### src/shared/bridge_regs_defines.svh
`ifndef BRIDGE_REGS_DEFINES_SVH
`define BRIDGE_REGS_DEFINES_SVH

// ---------------------------------------------------------------
// register byte addresses
// ---------------------------------------------------------------
`define ADDR_LATENCY_LAYOUT   12'h00C
`define ADDR_BUS_NUMBERS      12'h018
`define ADDR_IO_STATUS        12'h01C
`define ADDR_IO_UPPER         12'h030
`define ADDR_CONTROL          12'h03C

// ---------------------------------------------------------------
// constant fields
// ---------------------------------------------------------------
`define LAYOUT_TYPE_VALUE     8'h01
`define IO_ADDR32_CODE        4'h1
`define CLAIM_TIMING_MEDIUM   2'h1
`define IO_LOW_ZERO           12'h000
`define IO_LOW_ONES           12'hFFF

// ---------------------------------------------------------------
// status and control bit positions
// ---------------------------------------------------------------
`define ST_FAST66             21
`define ST_FBB                23
`define ST_PARITY_RPT         24
`define ST_SIG_TABORT         27
`define ST_RCV_TABORT         28
`define ST_RCV_MABORT         29
`define ST_SYS_ERR            30
`define ST_PARITY_DET         31
`define CMD_PARITY_RESP_BIT   6

`endif

### src/shared/bridge_regs_pkg.sv
package bridge_regs_pkg;
	// sticky flags in status order: bit 24,27,28,29,30,31
	typedef struct packed {
		logic parity_det;
		logic sys_err;
		logic rcv_mabort;
		logic rcv_tabort;
		logic sig_tabort;
		logic parity_rpt;
	} sticky_t;

	typedef enum logic [1:0] {
		LT_IDLE    = 2'b00,
		LT_RUNNING = 2'b01,
		LT_EXPIRED = 2'b10
	} lat_state_t;
endpackage : bridge_regs_pkg

### src/shared/latency_if.sv
`timescale 1ns/10ps
`default_nettype none
interface latency_if;
	logic       frame_start;
	logic       active;
	logic [7:0] load_value;
	logic       expired;
	modport ctrl (output frame_start, output active, output load_value, input expired);
	modport timer (input frame_start, input active, input load_value, output expired);
endinterface : latency_if
`default_nettype wire

### src/verilog/bridge_bus_window_status_regs.sv
// Added by the designer: register access over APB.
`timescale 1ns/10ps
`default_nettype none
`include "bridge_regs_defines.svh"

module bridge_bus_window_status_regs (
	// clock and reset
	input  wire logic        clk_sys_i,
	input  wire logic        rstn_i,
	// apb slave
	input  wire logic        psel_i,
	input  wire logic        penable_i,
	input  wire logic        pwrite_i,
	input  wire logic [11:0] paddr_i,
	input  wire logic [31:0] pwdata_i,
	input  wire logic [3:0]  pstrb_i,
	output logic [31:0]      prdata_o,
	output logic             pready_o,
	output logic             pslverr_o,
	// downstream bus pins, active low
	input  wire logic        downstream_parity_err_n_i,
	input  wire logic        downstream_system_err_n_i,
	// downstream bus events from the bridge engine
	input  wire logic        ds_frame_start_i,
	input  wire logic        ds_master_active_i,
	input  wire logic        ds_grant_i,
	input  wire logic        ds_data_done_i,
	input  wire logic        ds_mwi_i,
	input  wire logic        ds_sig_tabort_i,
	input  wire logic        ds_rcv_tabort_i,
	input  wire logic        ds_rcv_mabort_i,
	input  wire logic        ds_parity_det_i,
	// upstream bus events
	input  wire logic        us_frame_start_i,
	input  wire logic        us_master_active_i,
	// io address compare
	input  wire logic [31:0] io_addr_i,
	// results
	output logic             io_hit_o,
	output logic             us_latency_expired_o,
	output logic             ds_stop_o
);
	// ------------------------------------------------------------
	// state
	// ------------------------------------------------------------
	typedef struct packed {
		logic [31:0]             prdata;
		logic                    pready;
		logic                    pslverr;
		logic [7:0]              us_lat;
		logic [7:0]              us_bus;
		logic [7:0]              ds_bus;
		logic [7:0]              hi_bus;
		logic [7:0]              ds_lat;
		logic [3:0]              io_bot;
		logic [3:0]              io_top;
		logic [15:0]             io_upper;
		logic                    parity_resp;
		bridge_regs_pkg::sticky_t st;
		logic [1:0]              perr_sync;
		logic [1:0]              serr_sync;
		logic                    io_hit;
		logic                    us_exp;
		logic                    ds_stop;
	} state_t;

	state_t q;
	state_t next_q;

	latency_if us_lt ();
	latency_if ds_lt ();

	logic        win_hit;
	logic [31:0] rd_word;
	logic        mapped;
	logic        wr_acc;
	logic        ds_zero_stop;

	// ------------------------------------------------------------
	// latency timers
	// ------------------------------------------------------------
	assign us_lt.frame_start = us_frame_start_i;
	assign us_lt.active      = us_master_active_i;
	assign us_lt.load_value  = q.us_lat;
	assign ds_lt.frame_start = ds_frame_start_i;
	assign ds_lt.active      = ds_master_active_i;
	assign ds_lt.load_value  = q.ds_lat;

	latency_timer u_us_timer (
		.clk_sys_i (clk_sys_i),
		.rstn_i    (rstn_i),
		.lt        (us_lt.timer)
	);

	latency_timer u_ds_timer (
		.clk_sys_i (clk_sys_i),
		.rstn_i    (rstn_i),
		.lt        (ds_lt.timer)
	);

	io_window_match u_io_window (
		.upper_i  (q.io_upper),
		.bottom_i (q.io_bot),
		.top_i    (q.io_top),
		.addr_i   (io_addr_i),
		.hit_o    (win_hit)
	);

	// zero latency: release after first data when grant gone, mwi keeps going
	assign ds_zero_stop = (q.ds_lat == 8'h00) && ds_master_active_i && ds_data_done_i
		&& !ds_grant_i && !ds_mwi_i;

	// ------------------------------------------------------------
	// read mux
	// ------------------------------------------------------------
	always_comb begin
		rd_word = 32'h0000_0000;
		mapped  = 1'b1;
		unique case (paddr_i)
			`ADDR_LATENCY_LAYOUT: begin
				rd_word = {8'h00, `LAYOUT_TYPE_VALUE, q.us_lat, 8'h00};
			end
			`ADDR_BUS_NUMBERS: begin
				rd_word = {q.ds_lat, q.hi_bus, q.ds_bus, q.us_bus};
			end
			`ADDR_IO_STATUS: begin
				rd_word[7:0]   = {q.io_bot, `IO_ADDR32_CODE};
				rd_word[15:8]  = {q.io_top, `IO_ADDR32_CODE};
				rd_word[`ST_FAST66] = 1'b1;
				rd_word[`ST_FBB]    = 1'b1;
				rd_word[26:25] = `CLAIM_TIMING_MEDIUM;
				rd_word[`ST_PARITY_RPT] = q.st.parity_rpt;
				rd_word[`ST_SIG_TABORT] = q.st.sig_tabort;
				rd_word[`ST_RCV_TABORT] = q.st.rcv_tabort;
				rd_word[`ST_RCV_MABORT] = q.st.rcv_mabort;
				rd_word[`ST_SYS_ERR]    = q.st.sys_err;
				rd_word[`ST_PARITY_DET] = q.st.parity_det;
			end
			`ADDR_IO_UPPER: begin
				rd_word = {16'h0000, q.io_upper};
			end
			`ADDR_CONTROL: begin
				rd_word[`CMD_PARITY_RESP_BIT] = q.parity_resp;
			end
			default: mapped = 1'b0;
		endcase
	end

	// ------------------------------------------------------------
	// next state
	// ------------------------------------------------------------
	// write lands on the edge at which the master samples pready high
	assign wr_acc = psel_i && penable_i && pwrite_i && q.pready && mapped;

	always_comb begin
		next_q = q;
		next_q.pready  = psel_i && penable_i && !q.pready;
		next_q.pslverr = psel_i && penable_i && !q.pready && !mapped;
		if (psel_i && penable_i && !q.pready && !pwrite_i) begin
			next_q.prdata = rd_word;
		end
		// pins cross in via two flops before any use
		next_q.perr_sync = {q.perr_sync[0], ~downstream_parity_err_n_i};
		next_q.serr_sync = {q.serr_sync[0], ~downstream_system_err_n_i};

		if (wr_acc) begin
			unique case (paddr_i)
				`ADDR_LATENCY_LAYOUT: begin
					if (pstrb_i[1]) next_q.us_lat = pwdata_i[15:8];
				end
				`ADDR_BUS_NUMBERS: begin
					if (pstrb_i[0]) next_q.us_bus = pwdata_i[7:0];
					if (pstrb_i[1]) next_q.ds_bus = pwdata_i[15:8];
					if (pstrb_i[2]) next_q.hi_bus = pwdata_i[23:16];
					if (pstrb_i[3]) next_q.ds_lat = pwdata_i[31:24];
				end
				`ADDR_IO_STATUS: begin
					if (pstrb_i[0]) next_q.io_bot = pwdata_i[7:4];
					if (pstrb_i[1]) next_q.io_top = pwdata_i[15:12];
					if (pstrb_i[3]) begin
						// write one clears; a same-cycle event re-sets below
						if (pwdata_i[`ST_PARITY_RPT]) next_q.st.parity_rpt = 1'b0;
						if (pwdata_i[`ST_SIG_TABORT]) next_q.st.sig_tabort = 1'b0;
						if (pwdata_i[`ST_RCV_TABORT]) next_q.st.rcv_tabort = 1'b0;
						if (pwdata_i[`ST_RCV_MABORT]) next_q.st.rcv_mabort = 1'b0;
						if (pwdata_i[`ST_SYS_ERR])    next_q.st.sys_err    = 1'b0;
						if (pwdata_i[`ST_PARITY_DET]) next_q.st.parity_det = 1'b0;
					end
				end
				`ADDR_IO_UPPER: begin
					if (pstrb_i[0]) next_q.io_upper[7:0]  = pwdata_i[7:0];
					if (pstrb_i[1]) next_q.io_upper[15:8] = pwdata_i[15:8];
				end
				`ADDR_CONTROL: begin
					if (pstrb_i[0]) next_q.parity_resp = pwdata_i[`CMD_PARITY_RESP_BIT];
				end
				default: ;
			endcase
		end

		// events win over a clear in the same cycle
		if (q.perr_sync[1] && q.parity_resp) next_q.st.parity_rpt = 1'b1;
		if (ds_sig_tabort_i) next_q.st.sig_tabort = 1'b1;
		if (ds_rcv_tabort_i) next_q.st.rcv_tabort = 1'b1;
		if (ds_rcv_mabort_i) next_q.st.rcv_mabort = 1'b1;
		if (q.serr_sync[1])  next_q.st.sys_err    = 1'b1;
		if (ds_parity_det_i) next_q.st.parity_det = 1'b1;

		next_q.io_hit  = win_hit;
		next_q.us_exp  = us_lt.expired;
		next_q.ds_stop = ds_lt.expired || ds_zero_stop;
	end

	always_ff @(posedge clk_sys_i or negedge rstn_i) begin
		if (!rstn_i) begin
			q <= '0;
		end else begin
			q <= next_q;
		end
	end

	// ------------------------------------------------------------
	// outputs
	// ------------------------------------------------------------
	assign prdata_o             = q.prdata;
	assign pready_o             = q.pready;
	assign pslverr_o            = q.pslverr;
	assign io_hit_o             = q.io_hit;
	assign us_latency_expired_o = q.us_exp;
	assign ds_stop_o            = q.ds_stop;
endmodule : bridge_bus_window_status_regs
`default_nettype wire

### src/verilog/io_window_match.sv
`timescale 1ns/10ps
`default_nettype none
`include "bridge_regs_defines.svh"
module io_window_match (
	// window
	input  wire logic [15:0] upper_i,
	input  wire logic [3:0]  bottom_i,
	input  wire logic [3:0]  top_i,
	// address
	input  wire logic [31:0] addr_i,
	output logic             hit_o
);
	logic [31:0] lo;
	logic [31:0] hi;

	// ------------------------------------------------------------
	// window bounds
	// ------------------------------------------------------------
	assign lo    = {upper_i, bottom_i, `IO_LOW_ZERO};
	assign hi    = {upper_i, top_i, `IO_LOW_ONES};
	assign hit_o = (addr_i >= lo) && (addr_i <= hi);
endmodule : io_window_match
`default_nettype wire

### src/verilog/latency_timer.sv
`timescale 1ns/10ps
`default_nettype none
module latency_timer (
	// clock and reset
	input  wire logic  clk_sys_i,
	input  wire logic  rstn_i,
	// control
	latency_if.timer   lt
);
	typedef struct packed {
		bridge_regs_pkg::lat_state_t st;
		logic [7:0]                  cnt;
	} state_t;

	state_t q;
	state_t next_q;

	always_comb begin
		next_q = q;
		unique case (q.st)
			bridge_regs_pkg::LT_IDLE: begin
				if (lt.frame_start) begin
					next_q.cnt = lt.load_value;
					next_q.st  = (lt.load_value == 8'h00) ? bridge_regs_pkg::LT_EXPIRED
						: bridge_regs_pkg::LT_RUNNING;
				end
			end
			bridge_regs_pkg::LT_RUNNING: begin
				if (!lt.active) begin
					next_q.st = bridge_regs_pkg::LT_IDLE;
				end else if (q.cnt <= 8'h01) begin
					next_q.cnt = 8'h00;
					next_q.st  = bridge_regs_pkg::LT_EXPIRED;
				end else begin
					next_q.cnt = q.cnt - 8'h01;
				end
			end
			bridge_regs_pkg::LT_EXPIRED: begin
				if (!lt.active) begin
					next_q.st = bridge_regs_pkg::LT_IDLE;
				end
			end
			default: next_q.st = bridge_regs_pkg::LT_IDLE;
		endcase
	end

	always_ff @(posedge clk_sys_i or negedge rstn_i) begin
		if (!rstn_i) begin
			q <= '{st: bridge_regs_pkg::LT_IDLE, cnt: 8'h00};
		end else begin
			q <= next_q;
		end
	end

	assign lt.expired = (q.st == bridge_regs_pkg::LT_EXPIRED);
endmodule : latency_timer
`default_nettype wire
### config.mk
export PLATFORM = sky130hd
export DESIGN_NAME = bridge_bus_window_status_regs
export DESIGN_NICKNAME = d
export VERILOG_FILES = /design/src/shared/bridge_regs_pkg.sv /design/src/shared/latency_if.sv /design/src/verilog/bridge_bus_window_status_regs.sv /design/src/verilog/io_window_match.sv /design/src/verilog/latency_timer.sv
export VERILOG_INCLUDE_DIRS = /design/src /design/src/shared
export SDC_FILE = /design/constraint.sdc
export NUM_CORES = 1
export LEC_CHECK = 0
export BUFFER_PORTS_ARGS = -buffer_cell sky130_fd_sc_hd__buf_2
export CELL_PAD_IN_SITES_DETAIL_PLACEMENT = 2
export CELL_PAD_IN_SITES_GLOBAL_PLACEMENT = 2
export CORE_ASPECT_RATIO = 0.6
export CORE_UTILIZATION = 35
export DETAILED_ROUTE_END_ITERATION = 6
export PLACE_DENSITY = 0.85
export SLEW_MARGIN = 20
export SYNTH_ARGS = -nofsm -noshare
export SYNTH_HDL_FRONTEND = slang
export SYNTH_SLANG_ARGS = --single-unit
### constraint.sdc
create_clock -name clk_sys_i -period 2.2 [get_ports clk_sys_i]
set_input_delay 0.44 -clock clk_sys_i [delete_from_list [all_inputs] [get_ports clk_sys_i]]
set_output_delay 0.44 -clock clk_sys_i [all_outputs]
set_load 0.05 [all_outputs]
==> impl_metrics.yaml <==
sta:
  post-route-period-util_pct: 98.0
  worst_slew_pin_slew_ps: 808
  skew_ps: 11.3
  max_freq_ghz: 0.464
  layout_min_cycle_time_ps: 2160
  final-max-slew-violation-count: 0
  whs_ps: 155
  rsz0062_at_grt: "yes"
  tns_ps: 0
  hold_viol_final: 0
  setup_viol: 0
  relSlewSlack_pct: 45.7
clock_tree:
  cts-root-buf: "clkbuf_16"
  clock_latency_ps: 430
  clock_path_buffers: 2
  cts_buffers: 17
  cts_sinks: 132
  path_clk_slew_ps: 60
  htree_levels: 4
  cts_tree: "done"
  cts_setup_buffers: 0
grt:
  grt_pass1_vias: 6425
  grt_start_max_net_pins: 50
  antenna_found_initial: 3
  grt.overflow.total: 0
  track_usage_pct: 26.4
  grt_pass1_wl_mm: 39.0
setup_path:
  critPathRequiredTime_ps: 2510
  crit_type: "flop to flop"
  arrival_ps: 2460
  slowest_delay_ps: 390
  crit_fanout: 2
  path_cells: "inv_1 > ha_1 > a2111oi_2 > o221ai_1 > nor3_2 > a21oi_1 > a2111oi_2"
  cpMaxStageDelayCell: "dfrtp_1"
  cp_common_cell: "a2111oi_2"
  cp-end-kind: "flop"
  worstSetupStartpointType: "flop"
routing:
  drt_wl_total_mm: 25.3
  drtPass1Iterations: 4
  wl_per_cell_um: 24.0
  via_count: 5744
  routed_via_density: 5.45
  drc: 0
  drt_iter0_markers: 261
  antenna_left: 0
floorplanning:
  dieArea_um2: 20100
  die_h_um: 110
  coreArea_um2: 19100
  io_pins: 135
  start_util_pct: 35.9
  fp.dieW_um: 183
  rows: 39
logic_synthesis:
  synth-xor-area-share_pct: 0.128
  yosysMostFrequentCell: "dfrtp_1"
  synth_cell_type_count: 57
  synth_area_leader_cell: "dfrtp_1"
  yosysWarnings: 0
  syn_area_um2: 6840
  synth_fa_ha_area_share_pct: 5.12
  synth_top_family_by_area: "compound AO/OA/AOI/OAI gates"
  synth_seq_area_share_pct: 48.3
  synthCells: 634
  synthTopCellsByArea: "dfrtp_1, mux2_2, ha_1"
  synth-main-ff-cell: "dfrtp_1"
  synth_compound_area_share_pct: 15.6
  synth.avg_cell_area_um2: 10.8
  synth_seq_cells: 132
  synth_edf_count: 0
  syn_nets: 760
  async_flop_share_pct: 100
  synth_common_cells: "dfrtp_1, mux2_2, nand2_1, inv_1, buf_4"
  muxShareOfSynthArea_pct: 11.3
  synth_top_area_share_pct: 48.3
  synth_simple_gate_area_share_pct: 12.6
layout:
  drive_gt1_share_pct: 38.4
  syn2layout_area_growth_pct: 23.7
  nets: 901
  fin_area_um2: 8470
  fillCellCount: 1978
placed_design:
  placed_cell_area_um2: 7880
  hpwl_mm: 18.5
  portBuffers: 134
  gp_congestion: 0.894
power_and_ir_drop:
  p_total_w: 0.00573
  powerDensity_nw_per_um2: 677
  ir_worst_vdd_v: 0.000614
  p_leak_nw: 3.97
hold_path:
  hold_class: "input port to flop"
run_status:
  status: "complete, no violations"
job:
  maxCapViolCount: 0
[through the flow]
step	std cells	setup slack (ps)	utilization (%)
floorplan	634	-6.51	-
global placement	1021	-187	41.3
detailed placement	1021	-288	41.3
CTS	1053	3.30	44.3
global route	1053	-108	44.4
finish	1054	44.8	44.4
[registers in the layout (all words and copies together) (netlist names)]
name / flops
q: 57
prdata_o: 32
u_ds_timer.q: 10
u_us_timer.q: 10
ds_lt.load_value: 8
us_lt.load_value: 8
next_q: 2
ds_stop_o: 1
io_hit_o: 1
pready_o: 1
pslverr_o: 1
us_latency_expired_o: 1
[placed cells by master, fill, tap and decap left out, types with 17 or more instances in the layout]
cell / Yosys / layout
o21ai_0: 31 / 30
inv_1: 35 / 35
nor2_1: 17 / 17
a22o_1: 27 / 27
a21oi_1: 19 / 19
ha_1: 28 / 28
nand2_1: 57 / 57
dfrtp_1: 132 / 131
clkbuf_16: 0 / 17
buf_2: 3 / 133
mux2_2: 65 / 65
buf_4: 34 / 39
[final timing paths]
| path | end | cells past startpoint | from | slack (ps) |
|---|---|---|---|---|
| worst max-delay path | io_hit_o | 7 | q[29] | 40 |
| worst min-delay path | next_q[4] | 2 | downstream_system_err_n_i | 150 |
| worst max register to register | io_hit_o | 7 | q[29] | 40 |
| worst min register to register | q[6] | 0 | next_q[6] | 350 |
| max in group asynchronous | q[56] | 3 | rstn_i | 980 |
| min in group asynchronous | q[17] | 2 | rstn_i | 520 |
[layout make-up]
class | count | area [um2] | area share, %
timing repair buffer | 178 | 1060 | 12.5
inverter | 35 | 131 | 1.55
tap | 266 | 333 | 3.93
clock buffer | 19 | 453 | 5.35
sequential | 132 | 3300 | 39.0
clock inverter | 12 | 83.8 | 0.990
multi-input combinational | 411 | 3100 | 36.6
antenna | 1 | 2.50 | 0.0296
[layer usage]
metal	up-vias	part of all wire, %	global-route usage [%]
met5	-	0.11	0
met4	4	1.7	8.22
met3	37	5.7	7.42
met2	158	47	42.7
met1	2984	46	34.5
li1	2561	-	-
[cell families after synthesis]
| group | Yosys count |
|---|---|
| and+or+nand+nor | 159 |
| adders and majority gates | 28 |
| DFF | 132 |
| buffers and inverters | 91 |
| muxes | 69 |
| AOI/OAI and AO/OA | 154 |
| xor gates and xnor gates | 1 |
[power by group]
group	leakage [nW]	internal [W]	switching (W)
clock	0.265	0.00149	0.00115
sequential	1.79	0.00246	0.0000307
combinational	1.91	0.000218	0.000382
total	3.97	0.00417	0.00156
[critical path: cells and delay by family (launching register included)]
family                   cells  cell delay [ps]
flip-flops                   1              390
AND/OR/NAND/NOR              1              200
adder cells (fa/ha/maj)      1              260
buffers and inverters        1              100
AO/OA/AOI/OAI                4             1080
[timing repair]
action | in CTS | in global routing
resized for setup | 5 | 5
endpoints found under the setup margin | 2 | 4
hold endpoints to repair | 44 | 0
hold buffers | 1 | 0
gates cloned | 0 | 0
No activity file was read; power rests on OpenSTA's default activity.
